[src/event_irq_pkg.sv]
// Constants, register map and types of the event interrupt packetizer.
// Assumes a single controller clock shared by all users of the package.
// Function
// - Axis A motion done queues code 208.
// - All axes motion done queues code 216.
// - Tracking error reaching limit queues 200.
// - Limit hit while moving toward it queues 192.
// - Program thread stopping queues code 219.
// - Input events need event mask bit 15.
// - Low input k queues code 225 plus k.
// - User interrupts report codes 240 to 255.
// - Each packet carries one to sixteen codes.
// - Header 0x01, codes, then count byte.
// - Zero event mask disarms and empties queue.
// - Error, limit, input events disarm after firing.
// - Event mask reads back as last written.
package event_irq_pkg;
    localparam int ADDR_W = 8;
    localparam int DATA_W = 32;
    localparam logic [7:0] OFS_EVENT_MASK = 8'h00;
    localparam logic [7:0] OFS_INPUT_MASK = 8'h04;
    localparam logic [7:0] OFS_USER_INT = 8'h08;
    localparam logic [7:0] OFS_QUEUE_STATE = 8'h0C;
    localparam logic [7:0] OFS_IRQ_STATUS = 8'h10;
    localparam logic [7:0] OFS_IRQ_MASK = 8'h14;
    localparam logic [15:0] EVENT_MASK_RST = 16'h0000;
    localparam logic [7:0] INPUT_MASK_RST = 8'h00;
    localparam logic [15:0] VALID_EVENT_BITS = 16'hA701;
    localparam int BIT_MOTION_A = 0;
    localparam int BIT_MOTION_ALL = 8;
    localparam int BIT_POS_ERR = 9;
    localparam int BIT_LIMIT = 10;
    localparam int BIT_THREAD = 13;
    localparam int BIT_INPUTS = 15;
    localparam logic [7:0] CODE_MOTION_A = 8'hD0;
    localparam logic [7:0] CODE_MOTION_ALL = 8'hD8;
    localparam logic [7:0] CODE_POS_ERR = 8'hC8;
    localparam logic [7:0] CODE_LIMIT = 8'hC0;
    localparam logic [7:0] CODE_THREAD = 8'hDB;
    localparam logic [7:0] CODE_INPUT_BASE = 8'hE1;
    localparam logic [7:0] CODE_USER_BASE = 8'hF0;
    localparam logic [7:0] PKT_HEADER = 8'h01;
    localparam logic [7:0] PKT_FRAME_BYTES = 8'h02;
    localparam int MAX_CODES = 16;
    localparam int QUEUE_DEPTH = 16;
    localparam int CNT_W = 5;
    localparam int NUM_SRC = 14;
    localparam int SRC_USER = 5;
    localparam int SRC_INPUT0 = 6;
    localparam logic [31:0] THREAD_STOPPED = 32'hFFFFFFFF;
    localparam int IRQ_W = 3;
    localparam int IRQ_QUEUED = 0;
    localparam int IRQ_PKT_DONE = 1;
    localparam int IRQ_USER_LOST = 2;
    typedef enum logic [1:0] {
        ST_IDLE = 2'b00,
        ST_HDR = 2'b01,
        ST_CODE = 2'b10,
        ST_COUNT = 2'b11
    } pkt_state_e;
endpackage

[src/level_sync.sv]
// Two-stage synchroniser for a vector of independent pin levels.
// Assumes each bit is a slow level; no bus coherency is given.
`timescale 1ns/10ps
module level_sync #(
    parameter int W = 1
) (
    input wire logic clk_i,
    input wire logic arst_n_i,
    input wire logic [W-1:0] d_i,
    output logic [W-1:0] q_o
);
    logic [W-1:0] meta_reg;

    always_ff @(posedge clk_i or negedge arst_n_i)
    begin
        if (!arst_n_i)
        begin
            meta_reg <= '1;
            q_o <= '1;
        end
        else
        begin
            meta_reg <= d_i;
            q_o <= meta_reg;
        end
    end
endmodule

[src/code_queue.sv]
// Sixteen-entry queue of status codes held in flip-flops.
// Assumes the caller never pushes when full nor pops when empty.
`timescale 1ns/10ps
module code_queue
    import event_irq_pkg::*;
(
    input wire logic clk_i,
    input wire logic arst_n_i,
    input wire logic clear_i,
    input wire logic push_i,
    input wire logic [7:0] push_data_i,
    input wire logic pop_i,
    output logic [7:0] head_o,
    output logic [CNT_W-1:0] count_o
);
    logic [7:0] mem_reg [QUEUE_DEPTH];
    logic [3:0] wr_ptr_reg;
    logic [3:0] rd_ptr_reg;

    assign head_o = mem_reg[rd_ptr_reg];

    always_ff @(posedge clk_i)
    begin
        if (push_i)
        begin
            mem_reg[wr_ptr_reg] <= push_data_i;
        end
    end

    always_ff @(posedge clk_i or negedge arst_n_i)
    begin
        if (!arst_n_i)
        begin
            wr_ptr_reg <= 4'h0;
            rd_ptr_reg <= 4'h0;
            count_o <= '0;
        end
        else if (clear_i)
        begin
            wr_ptr_reg <= 4'h0;
            rd_ptr_reg <= 4'h0;
            count_o <= '0;
        end
        else
        begin
            wr_ptr_reg <= wr_ptr_reg + 4'(push_i);
            rd_ptr_reg <= rd_ptr_reg + 4'(pop_i);
            count_o <= count_o + CNT_W'(push_i) - CNT_W'(pop_i);
        end
    end
endmodule

[src/event_interrupt_packetizer.sv]
// Event interrupt unit: arms motion, error, limit, program and input
// events, queues their status codes and frames them into packets.
// Assumes an APB master on REF_CLK_I and a byte sink with ready.
//
// Decided for this implementation: the register offsets and the APB slave port.
`timescale 1ns/10ps
module event_interrupt_packetizer
    import event_irq_pkg::*;
(
    input wire logic REF_CLK_I,
    input wire logic ARST_N_I,
    input wire logic PSEL_I,
    input wire logic PENABLE_I,
    input wire logic PWRITE_I,
    input wire logic [ADDR_W-1:0] PADDR_I,
    input wire logic [DATA_W-1:0] PWDATA_I,
    output logic [DATA_W-1:0] PRDATA_O,
    output logic PREADY_O,
    output logic PSLVERR_O,
    input wire logic AXIS_A_MOTION_ACTIVE_I,
    input wire logic ALL_AXES_MOTION_ACTIVE_I,
    input wire logic AXIS_A_DIRECTION_FWD_I,
    input wire logic [31:0] AXIS_TRACKING_ERROR_I,
    input wire logic [31:0] AXIS_ERROR_LIMIT_I,
    input wire logic FORWARD_LIMIT_STATE_N_I,
    input wire logic REVERSE_LIMIT_STATE_N_I,
    input wire logic [31:0] THREAD_EXECUTION_STATE_I,
    input wire logic [7:0] DIGITAL_IN_I,
    output logic [7:0] PKT_DATA_O,
    output logic PKT_VALID_O,
    output logic PKT_LAST_O,
    input wire logic PKT_READY_I,
    output logic IRQ_O
);
    logic [15:0] event_mask_reg;
    logic [7:0] input_mask_reg;
    logic [15:0] arm_reg;
    logic [7:0] input_arm_reg;
    logic [NUM_SRC-1:0] pend_reg;
    logic [NUM_SRC-1:0] det;
    logic [NUM_SRC-1:0] chosen;
    logic [7:0] code_next;
    logic [3:0] user_num_reg;
    logic flush_pend_reg;
    logic motion_a_prev_reg;
    logic motion_all_prev_reg;
    logic thread_prev_reg;
    logic [IRQ_W-1:0] irq_status_reg;
    logic [IRQ_W-1:0] irq_mask_reg;
    logic [IRQ_W-1:0] irq_set;
    logic [IRQ_W-1:0] irq_clear;
    logic [1:0] limit_sync;
    logic [7:0] din_sync;
    logic thread_stopped;
    logic limit_hit;
    logic wr_en;
    logic rd_en;
    logic setup;
    logic mask_write;
    logic user_write;
    logic user_lost;
    logic push;
    logic pop;
    logic q_clear;
    logic [7:0] q_head;
    logic [CNT_W-1:0] q_count;
    pkt_state_e state_reg;
    logic [CNT_W-1:0] pkt_len_reg;
    logic [CNT_W-1:0] sent_reg;
    logic rd_status_reg;

    level_sync #(
        .W(2)
    ) limit_sync_u (
        .clk_i(REF_CLK_I),
        .arst_n_i(ARST_N_I),
        .d_i({REVERSE_LIMIT_STATE_N_I, FORWARD_LIMIT_STATE_N_I}),
        .q_o(limit_sync)
    );

    level_sync #(
        .W(8)
    ) input_sync_u (
        .clk_i(REF_CLK_I),
        .arst_n_i(ARST_N_I),
        .d_i(DIGITAL_IN_I),
        .q_o(din_sync)
    );

    code_queue queue_u (
        .clk_i(REF_CLK_I),
        .arst_n_i(ARST_N_I),
        .clear_i(q_clear),
        .push_i(push),
        .push_data_i(code_next),
        .pop_i(pop),
        .head_o(q_head),
        .count_o(q_count)
    );

    // Bus decode: no wait state, write and read-clear at the access edge.
    assign setup = PSEL_I && !PENABLE_I;
    assign wr_en = PSEL_I && PENABLE_I && PREADY_O && PWRITE_I;
    assign rd_en = PSEL_I && PENABLE_I && PREADY_O && !PWRITE_I;
    assign mask_write = wr_en && (PADDR_I == OFS_EVENT_MASK);
    assign user_write = wr_en && (PADDR_I == OFS_USER_INT);

    // Condition detection for every event source.
    assign thread_stopped = THREAD_EXECUTION_STATE_I == THREAD_STOPPED;
    assign limit_hit = AXIS_A_MOTION_ACTIVE_I &&
        ((!limit_sync[0] && AXIS_A_DIRECTION_FWD_I) ||
         (!limit_sync[1] && !AXIS_A_DIRECTION_FWD_I));

    always_comb
    begin
        det = '0;
        det[0] = arm_reg[BIT_MOTION_A] && motion_a_prev_reg &&
            !AXIS_A_MOTION_ACTIVE_I;
        det[1] = arm_reg[BIT_MOTION_ALL] && motion_all_prev_reg &&
            !ALL_AXES_MOTION_ACTIVE_I;
        det[2] = arm_reg[BIT_POS_ERR] &&
            (AXIS_TRACKING_ERROR_I >= AXIS_ERROR_LIMIT_I);
        det[3] = arm_reg[BIT_LIMIT] && limit_hit;
        det[4] = arm_reg[BIT_THREAD] && thread_stopped &&
            !thread_prev_reg;
        det[SRC_USER] = user_write;
        for (int k = 0; k < 8; k++)
        begin
            det[SRC_INPUT0 + k] = arm_reg[BIT_INPUTS] &&
                input_arm_reg[k] && !din_sync[k];
        end
        if (mask_write || flush_pend_reg)
        begin
            det = '0;
        end
    end

    // The pending source with the lowest index goes first, whatever its age.
    always_comb
    begin
        chosen = '0;
        code_next = 8'h00;
        for (int s = NUM_SRC - 1; s >= 0; s--)
        begin
            if (pend_reg[s])
            begin
                chosen = '0;
                chosen[s] = 1'b1;
            end
        end
        if (chosen[0])
            code_next = CODE_MOTION_A;
        else if (chosen[1])
            code_next = CODE_MOTION_ALL;
        else if (chosen[2])
            code_next = CODE_POS_ERR;
        else if (chosen[3])
            code_next = CODE_LIMIT;
        else if (chosen[4])
            code_next = CODE_THREAD;
        else if (chosen[SRC_USER])
            code_next = CODE_USER_BASE + {4'h0, user_num_reg};
        else
        begin
            for (int k = 0; k < 8; k++)
            begin
                if (chosen[SRC_INPUT0 + k])
                    code_next = CODE_INPUT_BASE + 8'(k);
            end
        end
    end

    assign push = (|pend_reg) && !flush_pend_reg && !mask_write &&
        (q_count < CNT_W'(QUEUE_DEPTH));
    assign q_clear = flush_pend_reg && (state_reg == ST_IDLE);
    assign pop = ((state_reg == ST_HDR) || (state_reg == ST_CODE)) &&
        PKT_READY_I && (sent_reg < pkt_len_reg);
    assign user_lost = user_write && pend_reg[SRC_USER] &&
        !(push && chosen[SRC_USER]);

    always_ff @(posedge REF_CLK_I or negedge ARST_N_I)
    begin
        if (!ARST_N_I)
            pend_reg <= '0;
        else if (mask_write && (PWDATA_I[15:0] == 16'h0000))
            pend_reg <= '0;
        else
            pend_reg <= (pend_reg & ~(push ? chosen : '0)) | det;
    end

    always_ff @(posedge REF_CLK_I or negedge ARST_N_I)
    begin
        if (!ARST_N_I)
        begin
            motion_a_prev_reg <= 1'b0;
            motion_all_prev_reg <= 1'b0;
            thread_prev_reg <= 1'b0;
        end
        else
        begin
            motion_a_prev_reg <= AXIS_A_MOTION_ACTIVE_I;
            motion_all_prev_reg <= ALL_AXES_MOTION_ACTIVE_I;
            thread_prev_reg <= thread_stopped;
        end
    end

    // Mask storage, arming and self-disarming sources.
    always_ff @(posedge REF_CLK_I or negedge ARST_N_I)
    begin
        if (!ARST_N_I)
        begin
            event_mask_reg <= EVENT_MASK_RST;
            input_mask_reg <= INPUT_MASK_RST;
            arm_reg <= EVENT_MASK_RST;
            input_arm_reg <= INPUT_MASK_RST;
            user_num_reg <= 4'h0;
            irq_mask_reg <= '0;
        end
        else
        begin
            if (mask_write)
            begin
                event_mask_reg <= PWDATA_I[15:0];
                arm_reg <= PWDATA_I[15:0] & VALID_EVENT_BITS;
                input_arm_reg <= input_mask_reg;
            end
            else
            begin
                if (det[2])
                    arm_reg[BIT_POS_ERR] <= 1'b0;
                if (det[3])
                    arm_reg[BIT_LIMIT] <= 1'b0;
                input_arm_reg <= input_arm_reg &
                    ~det[SRC_INPUT0 +: 8];
            end
            if (wr_en && (PADDR_I == OFS_INPUT_MASK))
                input_mask_reg <= PWDATA_I[7:0];
            if (user_write)
                user_num_reg <= PWDATA_I[3:0];
            if (wr_en && (PADDR_I == OFS_IRQ_MASK))
                irq_mask_reg <= PWDATA_I[IRQ_W-1:0];
        end
    end

    always_ff @(posedge REF_CLK_I or negedge ARST_N_I)
    begin
        if (!ARST_N_I)
            flush_pend_reg <= 1'b0;
        else if (mask_write && (PWDATA_I[15:0] == 16'h0000))
            flush_pend_reg <= 1'b1;
        else if (q_clear)
            flush_pend_reg <= 1'b0;
    end

    // Packet framer: header, one to sixteen codes, then the byte count.
    always_ff @(posedge REF_CLK_I or negedge ARST_N_I)
    begin
        if (!ARST_N_I)
        begin
            state_reg <= ST_IDLE;
            pkt_len_reg <= '0;
            sent_reg <= '0;
            PKT_DATA_O <= 8'h00;
            PKT_VALID_O <= 1'b0;
            PKT_LAST_O <= 1'b0;
        end
        else
        begin
            case (state_reg)
                ST_IDLE:
                begin
                    if ((q_count != '0) && !flush_pend_reg)
                    begin
                        pkt_len_reg <= (q_count > CNT_W'(MAX_CODES)) ?
                            CNT_W'(MAX_CODES) : q_count;
                        sent_reg <= '0;
                        PKT_DATA_O <= PKT_HEADER;
                        PKT_VALID_O <= 1'b1;
                        state_reg <= ST_HDR;
                    end
                end
                ST_HDR, ST_CODE:
                begin
                    if (PKT_READY_I)
                    begin
                        if (pop)
                        begin
                            PKT_DATA_O <= q_head;
                            sent_reg <= sent_reg + CNT_W'(1);
                            state_reg <= ST_CODE;
                        end
                        else
                        begin
                            PKT_DATA_O <= {3'b000, pkt_len_reg} +
                                PKT_FRAME_BYTES;
                            PKT_LAST_O <= 1'b1;
                            state_reg <= ST_COUNT;
                        end
                    end
                end
                ST_COUNT:
                begin
                    if (PKT_READY_I)
                    begin
                        PKT_VALID_O <= 1'b0;
                        PKT_LAST_O <= 1'b0;
                        state_reg <= ST_IDLE;
                    end
                end
                default:
                    state_reg <= ST_IDLE;
            endcase
        end
    end

    // Sticky interrupt status; a read clears only what it returned.
    assign irq_set[IRQ_QUEUED] = push;
    assign irq_set[IRQ_PKT_DONE] = (state_reg == ST_COUNT) && PKT_READY_I;
    assign irq_set[IRQ_USER_LOST] = user_lost;
    assign irq_clear = (rd_en && rd_status_reg) ?
        PRDATA_O[IRQ_W-1:0] : '0;

    always_ff @(posedge REF_CLK_I or negedge ARST_N_I)
    begin
        if (!ARST_N_I)
        begin
            irq_status_reg <= '0;
            IRQ_O <= 1'b0;
        end
        else
        begin
            irq_status_reg <= (irq_status_reg & ~irq_clear) | irq_set;
            IRQ_O <= |(irq_status_reg & irq_mask_reg);
        end
    end

    // Bus slave: data and error are captured in the setup cycle.
    always_ff @(posedge REF_CLK_I or negedge ARST_N_I)
    begin
        if (!ARST_N_I)
        begin
            PRDATA_O <= '0;
            PREADY_O <= 1'b0;
            PSLVERR_O <= 1'b0;
            rd_status_reg <= 1'b0;
        end
        else
        begin
            PREADY_O <= setup;
            PSLVERR_O <= 1'b0;
            rd_status_reg <= 1'b0;
            PRDATA_O <= '0;
            if (setup)
            begin
                if (PADDR_I == OFS_EVENT_MASK)
                    PRDATA_O <= {16'h0000, event_mask_reg};
                else if (PADDR_I == OFS_INPUT_MASK)
                    PRDATA_O <= {24'h000000, input_mask_reg};
                else if (PADDR_I == OFS_USER_INT)
                    PRDATA_O <= {28'h0000000, user_num_reg};
                else if (PADDR_I == OFS_QUEUE_STATE)
                    PRDATA_O <= {arm_reg, input_arm_reg, 1'b0,
                        state_reg, q_count};
                else if (PADDR_I == OFS_IRQ_STATUS)
                begin
                    PRDATA_O <= {29'h0000000, irq_status_reg};
                    rd_status_reg <= !PWRITE_I;
                end
                else if (PADDR_I == OFS_IRQ_MASK)
                    PRDATA_O <= {29'h0000000, irq_mask_reg};
                else
                    PSLVERR_O <= 1'b1;
            end
        end
    end
endmodule

[config.mk]
export PLATFORM = sky130hd
export DESIGN_NAME = event_interrupt_packetizer
export DESIGN_NICKNAME = d
export VERILOG_FILES = /design/src/event_irq_pkg.sv /design/src/level_sync.sv /design/src/code_queue.sv /design/src/event_interrupt_packetizer.sv
export SDC_FILE = /design/constraint.sdc
export NUM_CORES = 1
export LEC_CHECK = 0
export BUFFER_PORTS_ARGS = -buffer_cell sky130_fd_sc_hd__buf_2
export CORE_MARGIN = 8
export CORE_UTILIZATION = 45
export CTS_CLUSTER_SIZE = 30
export DETAILED_ROUTE_END_ITERATION = 7
export HOLD_SLACK_MARGIN = 0.15
export PLACE_DENSITY = 0.69
export REMOVE_ABC_BUFFERS = 1
export SETUP_SLACK_MARGIN = 0.02
export SYNTH_ARGS = -nofsm -noshare
export SYNTH_HDL_FRONTEND = slang
export SYNTH_SLANG_ARGS = --single-unit
export TNS_END_PERCENT = 5
[constraint.sdc]
create_clock -name REF_CLK_I -period 3.45 [get_ports REF_CLK_I]
set_input_delay 1.035 -clock REF_CLK_I [delete_from_list [all_inputs] [get_ports REF_CLK_I]]
set_output_delay 1.035 -clock REF_CLK_I [all_outputs]
set_load 0.02 [all_outputs]
## Yosys cells after proc, flatten, opt, wreduce, memory -nomap -nowiden

Memories as Yosys holds them, arrays and structs flattened.
Index checks and enable logic that the tools add are counted.

- Flip-flop bits (word level): 157
- Latch bits: 0
- Memory bits (writable): 128
- Memory bits (read-only): 0
- Bits of input ports: 155
- Output and inout port bits: 45
- Logic and storage cells: 240
- Memories: 1

Memories:

| memory | depth | width | read ports | clocked after memory_dff | wr ports | RTL line | source |
|---|---|---|---|---|---|---|---|
| queue_u.mem_reg | 16 | 8 | 1 | 0 | 1 | code_queue.sv:16 | `logic [7:0] mem_reg [QUEUE_DEPTH];` |

- Add/subtract/negate cells: 7
- Multiply operators: 0
- Div/mod/pow operators: 0
- Magnitude comparators: 4
- Equality and inequality tests: 14
- Shift operators: 0
- Mux-type cells: 83
- Bitwise operators: 9
- Reductions and logical operators: 90

Operators by type and width:

| cell | number |
|---|---|
| $mux 14 | 17 |
| $mux 32 | 5 |
| $mux 8 | 18 |
| $logic_and 1x1->1 | 49 |
| $eq 32x32->1 const B | 1 |
| $ge 32x32->1 | 1 |
| $mux 5 | 5 |
| $mux 1 | 24 |
| $logic_not 1->1 | 19 |
| $eq 8x4->1 const B | 2 |
| $eq 8x5->1 const B | 2 |
| $logic_not 16->1 | 1 |
| $pmux 8 s2 | 1 |
| $and 14x14->14 | 1 |
| $not 14->14 | 1 |
| $or 14x14->14 | 1 |
| $reduce_or 14->1 | 1 |
| $reduce_bool 2->1 | 6 |
| $pmux 5 s2 | 1 |
| $mux 3 | 3 |
| $reduce_and 3->1 | 3 |
| $add 4x1->4 | 2 |
| $and 8x8->8 | 1 |
| $eq 8x3->1 const B | 1 |
| 28 further kinds | 41 |

## Logic depth before layout (Yosys ltp)

Gate-level depths: netlist of the first run.

- Depth after elaboration: 28
- Mapped depth: 15
- Gate-level depth less buffers: 14

## Hierarchy

A second synthesis of the first run with hierarchy kept.

- Cells, all modules: 962
- Area total of the unflattened synthesis: 12291.8 µm²

By module, submodules not included:

| module | times used | cells an instance | area an instance (µm²) | seq. area each (µm²) |
|---|---|---|---|---|
| event_interrupt_packetizer | 1 | 659 | 6110.9 | 2752.6 |
| code_queue | 1 | 283 | 5655.4 | 4169.0 |
| level_sync at input_sync_u | 1 | 16 | 420.4 | 420.4 |
| level_sync at limit_sync_u | 1 | 4 | 105.1 | 105.1 |

## Worst setup path after synthesis of the first run

No wires, ideal clock.

- Path type: in2reg
- From: input PADDR_I[4]
- To: register queue_u.count_o[4]
- Setup time: 0.078 ns
- Data arrival time: 3.524 ns
- Required time: 3.372 ns
- Slack: -0.152 ns
- Stages on the path: 12
- Path buffers: 1
- Cells stage by stage: or4_1 nor4_1 or3_1 nand2b_2 buf_6 inv_4 ha_1 fa_1 a21oi_1 nor2_1 or3_1 a21oi_1

- Cells in the longest elaborated chain, start to end: 8

RTL lines:

| element | RTL line | source |
|---|---|---|
| start, declared | event_interrupt_packetizer.sv:15 | `input wire logic [ADDR_W-1:0] PADDR_I,` |
| $logic_not 8->1 | event_interrupt_packetizer.sv:105 | `assign mask_write = wr_en && (PADDR_I == OFS_EVENT_MASK);` |
| $logic_and 1x1->1 | event_interrupt_packetizer.sv:105 |  |
| $logic_not 1->1 | event_interrupt_packetizer.sv:173 | `assign push = (\|pend_reg) && !flush_pend_reg && !mask_write &&` |
| $logic_and 1x1->1 (2 in a row) | event_interrupt_packetizer.sv:173 |  |
| $add 5x1->5 | code_queue.sv:48 | `count_o <= count_o + CNT_W'(push_i) - CNT_W'(pop_i);` |
| $sub 5x1->5 | code_queue.sv:48 |  |
| $mux 5 | code_queue.sv:38 | `else if (clear_i)` |
| end signal, assigned | code_queue.sv:48 |  |
| end, declared | code_queue.sv:14 | `output logic [CNT_W-1:0] count_o` |

Every way passes these cells.
A chain may end at the register's enable or synchronous reset.

## Final worst setup path of the first run

Same ends and word-level chain as after synthesis.

==> impl_metrics.env, run 1 <==
export IMPL_start_util_pct=45.8
export IMPL_crit_fanout=3
export IMPL_routed_wirelength_mm=27.3
export IMPL_cts_buffer_depth=3
export IMPL_crit_start="PADDR_I[4]"
export IMPL_cts_buffers=27
export IMPL_fill_cells=2105
export IMPL_layout_drive_gt1_share_pct=30.8
export IMPL_die_area_um2=30900
export IMPL_drt_iter0_markers=544
export IMPL_dp_hpwl_mm=20.1
export IMPL_clockRootBuffer="clkbuf_16"
export IMPL_synth_xor_area_share_pct=0.838
export IMPL_cp_end_kind="register"
export IMPL_yosys_register_bits=254
export IMPL_finalNonFillerCells=1475
export IMPL_synthToLayoutAreaGrowth_pct=21.1
export IMPL_core_um2=25100
export IMPL_die_h_um=176
export IMPL_route_vias_total=7946
export IMPL_antenna_found_initial=1
export IMPL_grt_ovfl_total=0
export IMPL_layout_min_cycle_time_ns=3.33
export IMPL_reg2reg_depth=12
export IMPL_syn_area_um2=11500
export IMPL_relSlewSlack_pct=29.5
export IMPL_endpoint="queue_u.count_o[4]"
export IMPL_die_x_um=176
export IMPL_drv_slew=0
export IMPL_worst_ep_arrival_time_ns=3.78
export IMPL_max_freq_ghz=0.300
export IMPL_p_leak_nw=6.34
export IMPL_yosys_area_share_adder_pct=5.62
export IMPL_skew_ns=0.00891
export IMPL_r2r_end="queue_u.count_o[4]"
export IMPL_grtUsageTotal_pct=17.6
export IMPL_crit_required_ns=3.89
export IMPL_clkTransAtPathRegs_ns=0.06
export IMPL_path_class="primary input to register"
export IMPL_rrSetupSlack_ns=0.32
export IMPL_crit_chain="buf_2 > or4_4 > nor4_4 > or3_1 > nand2b_2 > inv_4 > ha_1 > fa_1 > a21oi_1 > nor2_1 > or3_1 > a21oi_1"
export IMPL_hold_buffers=0
export IMPL_yosysSeqAreaShare_pct=60.4
export IMPL_max_stage_delay_ns=0.57
export IMPL_syn_area_per_cell_um2=12.7
export IMPL_synth_simple_area_share_pct=12.4
export IMPL_crit_family="simple AND/OR/NAND/NOR gates"
export IMPL_antenna_cells=0
export IMPL_cp_depth=12
export IMPL_hold_path_class="register to register"
export IMPL_final_cell_mix="buf_2 (172), dfrtp_1 (122), edfxtp_1 (112)"
export IMPL_final_period_utilization_pct=96.6
export IMPL_clock_latency_ns=0.52
export IMPL_final_util_pct=55.4
export IMPL_synthMuxAreaShare_pct=8.86
export IMPL_fin_nets=1331
export IMPL_fin_tns_setup_ns=0
export IMPL_worstReg2RegStart="pend_reg[0]"
export IMPL_synth_compound_area_share_pct=7.89
export IMPL_outcome="finished, final reports clean"
export IMPL_synth_edf_count=112
export IMPL_ys_warn_count=0
export IMPL_path_buf_inv=2
export IMPL_final_area_um2=13900
export IMPL_routabilityCongestion=0.848
export IMPL_cts_setup_buffers=0
export IMPL_synth_cell_types=71
export IMPL_route_detailed_wl_per_inst_um=18.5
export IMPL_largest_reg_flops=112
export IMPL_drc=0
export IMPL_firstDrtPassIters=7
export IMPL_rows=58
export IMPL_final_common_cell="buf_2"
export IMPL_slowest_stage="or4_4"
export IMPL_post_cts_resized=0
export IMPL_p_per_area_nw_per_um2=644
export IMPL_setup_viol=0
export IMPL_grt_pass1_wl_mm=43.9
export IMPL_first_global_vias=8282
export IMPL_h_tree_depth=1
export IMPL_dp_cells=1426
export IMPL_syn_inst=908
export IMPL_max_cap_violations=0
export IMPL_vias_per_cell=5.39
export IMPL_cts_tree="done"
export IMPL_async_flop_share_pct=55.9
export IMPL_io_buffers=173
export IMPL_power_mw=8.96
export IMPL_grt_max_degree=51
export IMPL_hold_viol=0
export IMPL_antenna_left=0
export IMPL_cp_start_kind="primary input"
export IMPL_grt_setup_unrepaired="no"
export IMPL_peakVddDrop_v=0.000497
export IMPL_placed_area_um2=13000
export IMPL_worst_pin_slew_ns=1.05
export IMPL_io_pins=200
export IMPL_cts_sinks=254
export IMPL_synth_flop_cell="dfrtp_1"
export IMPL_synth_top_family_by_area="simple AND/OR/NAND/NOR gates"
## cell type report
type	instances	area [µm²]	area share (%)
flip-flops and latches	254	6940	49.9
multi-input cells	559	4150	29.8
repair buffers	224	1280	9.19
clock buffers	38	777	5.58
well taps	330	413	2.97
inverters	59	224	1.61
clock inverters	11	138	0.989
## through the flow
step	setup slack [ns]	hold WS (ns)
floorplan	-2.08	0.345
global placement	-0.407	0.346
detailed placement	-0.459	0.347
CTS	0.0593	0.355
global route	0.0167	0.357
finish	0.116	0.352
## cells in the mapped netlist (7+ instances only)
master,n,area [µm²]
mux2_2,16,180
nor2_1,65,244
xnor2_1,8,70.1
dfstp_2,20,526
nand2_1,104,390
or3_1,10,62.6
inv_1,57,214
buf_4,11,82.6
nand3_1,19,95.1
o21ai_0,24,120
ha_1,50,626
nor4_1,8,50.1
nand4_1,19,119
a21oi_1,38,190
dfrtp_1,122,3050
mux4_2,35,788
nand3b_1,7,52.6
clkbuf_1,19,71.3
and2_1,9,56.3
edfxtp_1,112,3360
nor3_1,15,75.1
buf_2,10,50.1
a22oi_1,19,143
## how the worst min path moves through the flow
stage	from	end	slack [ns]	depth (start not counted)
2_1_floorplan	input_sync_u.meta_reg[0]	input_sync_u.q_o[0]	0.35	0
3_3_place_gp	limit_sync_u.meta_reg[1]	limit_sync_u.q_o[1]	0.35	0
3_5_place_dp	input_sync_u.meta_reg[2]	input_sync_u.q_o[2]	0.35	0
4_1_cts	input_sync_u.meta_reg[0]	input_sync_u.q_o[0]	0.36	0
5_1_grt	input_sync_u.meta_reg[5]	input_sync_u.q_o[5]	0.36	0
6_report	input_sync_u.meta_reg[0]	input_sync_u.q_o[0]	0.35	0
## logic make-up after synthesis
family | Yosys count
AND/OR/NAND/NOR | 292
flip-flops | 254
AO/OA/AOI/OAI | 139
buffers and inverters | 104
multiplexers | 56
adder cells (fa/ha/maj) | 51
XOR/XNOR | 11
other | 1
## power by group
| group | leakage (nW) | internal [mW] | switching, mW |
|---|---|---|---|
| Clock | 0.444 | 1.79 | 1.13 |
| Sequential | 3.00 | 3.48 | 0.247 |
| Combinational | 2.90 | 1.05 | 1.27 |
## metal layers
metal	up-vias	wire length, µm	part of all wire (%)	track usage (%)
li1	3736	-	-	-
met1	3916	11800	43	23.6
met2	260	13300	49	29.4
met3	32	1740	6.4	3.22
met4	2	396	1.5	3.81
met5	-	13	0.048	0
## worst reg2reg max path, delay by kind of cell, from the launching register on
| kind | cells | cell delay (ns) |
|---|---|---|
| buffers and inverters | 2 | 0.11 |
| and+or+nand+nor | 6 | 1.64 |
| AOI/OAI and AO/OA | 2 | 0.30 |
| adders and majority gates | 2 | 0.59 |
| DFF | 1 | 0.43 |
Note: power is estimated with default switching activity, not from simulation.
==> run 2, diff against run 1 <==
--- a/config.mk
+++ b/config.mk
@@ -10,6 +10,7 @@
 export CORE_UTILIZATION = 45
 export CTS_CLUSTER_SIZE = 30
 export DETAILED_ROUTE_END_ITERATION = 7
+export GPL_TIMING_DRIVEN = 0
 export HOLD_SLACK_MARGIN = 0.15
 export PLACE_DENSITY = 0.69
 export REMOVE_ABC_BUFFERS = 1
==> impl_metrics.env, run 2 (same netlist as run 1, synthesis figures left out) <==
export IMPL_peakVddDrop_v=0.000447
export IMPL_grt_pass1_wl_mm=43.4
export IMPL_hold_path_class="register to register"
export IMPL_layout_drive_gt1_share_pct=28.8
export IMPL_worst_pin_slew_ns=1.23
export IMPL_drt_iter0_markers=594
export IMPL_cts_tree="done"
export IMPL_cts_sinks=254
export IMPL_final_cell_mix="buf_2 (172), dfrtp_1 (120), edfxtp_1 (112)"
export IMPL_vias_per_cell=5.40
export IMPL_hold_buffers=0
export IMPL_firstDrtPassIters=5
export IMPL_hold_viol=0
export IMPL_grt_max_degree=98
export IMPL_route_detailed_wl_per_inst_um=18.9
export IMPL_path_class="primary input to register"
export IMPL_final_area_um2=13600
export IMPL_first_global_vias=7848
export IMPL_grt_use_met1_pct=23.3
export IMPL_die_h_um=176
export IMPL_cp_end_kind="register"
export IMPL_crit_required_ns=3.91
export IMPL_h_tree_depth=1
export IMPL_dp_hpwl_mm=19.6
export IMPL_die_x_um=176
export IMPL_routed_wirelength_mm=27.0
export IMPL_die_area_um2=30900
export IMPL_clock_latency_ns=0.54
export IMPL_outcome="finished, final reports clean"
export IMPL_clockRootBuffer="clkbuf_16"
export IMPL_antenna_found_initial=1
export IMPL_routabilityCongestion=0.822
export IMPL_largest_reg_flops=112
export IMPL_final_util_pct=54.0
export IMPL_grt_ovfl_total=0
export IMPL_antenna_left=0
export IMPL_max_cap_violations=0
export IMPL_start_util_pct=45.8
export IMPL_reg2reg_depth=12
export IMPL_grt_util_met2_pct=28.9
export IMPL_io_buffers=173
export IMPL_grtUsageTotal_pct=17.4
export IMPL_grt_setup_unrepaired="yes"
export IMPL_antenna_cells=0
export IMPL_max_freq_ghz=0.294
export IMPL_rows=58
export IMPL_busiest_layer="met2"
export IMPL_cts_buffer_depth=3
export IMPL_drc=0
export IMPL_relSlewSlack_pct=17.6
export IMPL_final_period_utilization_pct=98.4
export IMPL_drv_slew=0
export IMPL_core_um2=25100
export IMPL_cts_buffers=25
export IMPL_layout_min_cycle_time_ns=3.40
export IMPL_hold_depth=0
export IMPL_io_pins=200
export IMPL_route_vias_total=7721
export IMPL_final_common_cell="buf_2"
export IMPL_p_leak_nw=6.09
export IMPL_clkTransAtPathRegs_ns=0.06
export IMPL_synthToLayoutAreaGrowth_pct=18.0
export IMPL_worst_ep_arrival_time_ns=3.85
export IMPL_p_per_area_nw_per_um2=637
export IMPL_placed_area_um2=12700
export IMPL_crit_fanout=10
export IMPL_fin_nets=1286
export IMPL_grtUsageMet3_pct=3.67
export IMPL_setup_viol=0
export IMPL_skew_ns=0.0304
export IMPL_cp_start_kind="primary input"
## run 2: cell types whose count changed in the layout (fill, tap and decap cells not counted), sizes merged
cell,before,now
clkinv,5,2
clkinvlp,3,2
clkbuf,38,39
buf,224,181
inv,59,61
bufinv,3,1
## run 2: critical path: stages
cell and delay (ns):
buf_2 0.13, or4_4 0.57, nor4_4 0.36, buf_6 0.16, or3_4 0.12, nand2b_4 0.13
inv_4 0.08, ha_2 0.20, fa_2 0.35, a21oi_1 0.16, nor2_1 0.07, or3_1 0.34
a21oi_1 0.15
## run 2: final cells by class
class / instances / area [µm²]
well taps: 330 / 413
flip-flops and latches: 254 / 6940
repair buffers: 181 / 968
clock inverters: 7 / 72.6
multi-input cells: 559 / 4200
clock buffers: 39 / 738
fillers: 2111 / 11500
inverters: 59 / 226
## run 2: worst paths after layout
kind	from	to	slack, ns
max reg2reg	pend_reg[1]	queue_u.count_o[4]	0.10
min reg2reg	input_sync_u.meta_reg[2]	input_sync_u.q_o[2]	0.35
min in group asynchronous	ARST_N_I	PRDATA_O[9]	0.42
max	PADDR_I[4]	queue_u.count_o[4]	0.05
min	input_sync_u.meta_reg[2]	input_sync_u.q_o[2]	0.35
max in group asynchronous	ARST_N_I	limit_sync_u.q_o[0]	2.20
## run 2: metal layers
layer / vias to the layer above / wire (µm)
li1: 3650 / -
met1: 3816 / 11700
met2: 227 / 13200
met3: 26 / 1680
met4: 2 / 345
met5: - / 13
## run 2: through the flow
step	hold WS [ns]	setup TNS (ns)	std cells	setup WS [ns]	total power, mW
finish	0.352	0	1429	0.0538	8.63
global route	0.355	-1.14	1429	-0.0733	9.10
CTS	0.355	0	1429	0.0253	8.70
detailed placement	0.347	-110.52	1380	-1.60	6.00
global placement	0.346	-593.53	1375	-3.98	5.88
floorplan	0.345	-190.10	872	-2.08	5.25
## run 2: what timing repair did
action	4_1_cts	5_1_grt
gates cloned	0	0
pin swaps	1	1
setup buffers	3	0
gates resized for setup	9	4
endpoints found under the setup margin	121	32
## run 2: report_power, final
part           internal [mW]  switching [mW]
registers               3.48           0.368
clock network           1.55            1.12
logic                  0.975            1.14
total                   6.00            2.63
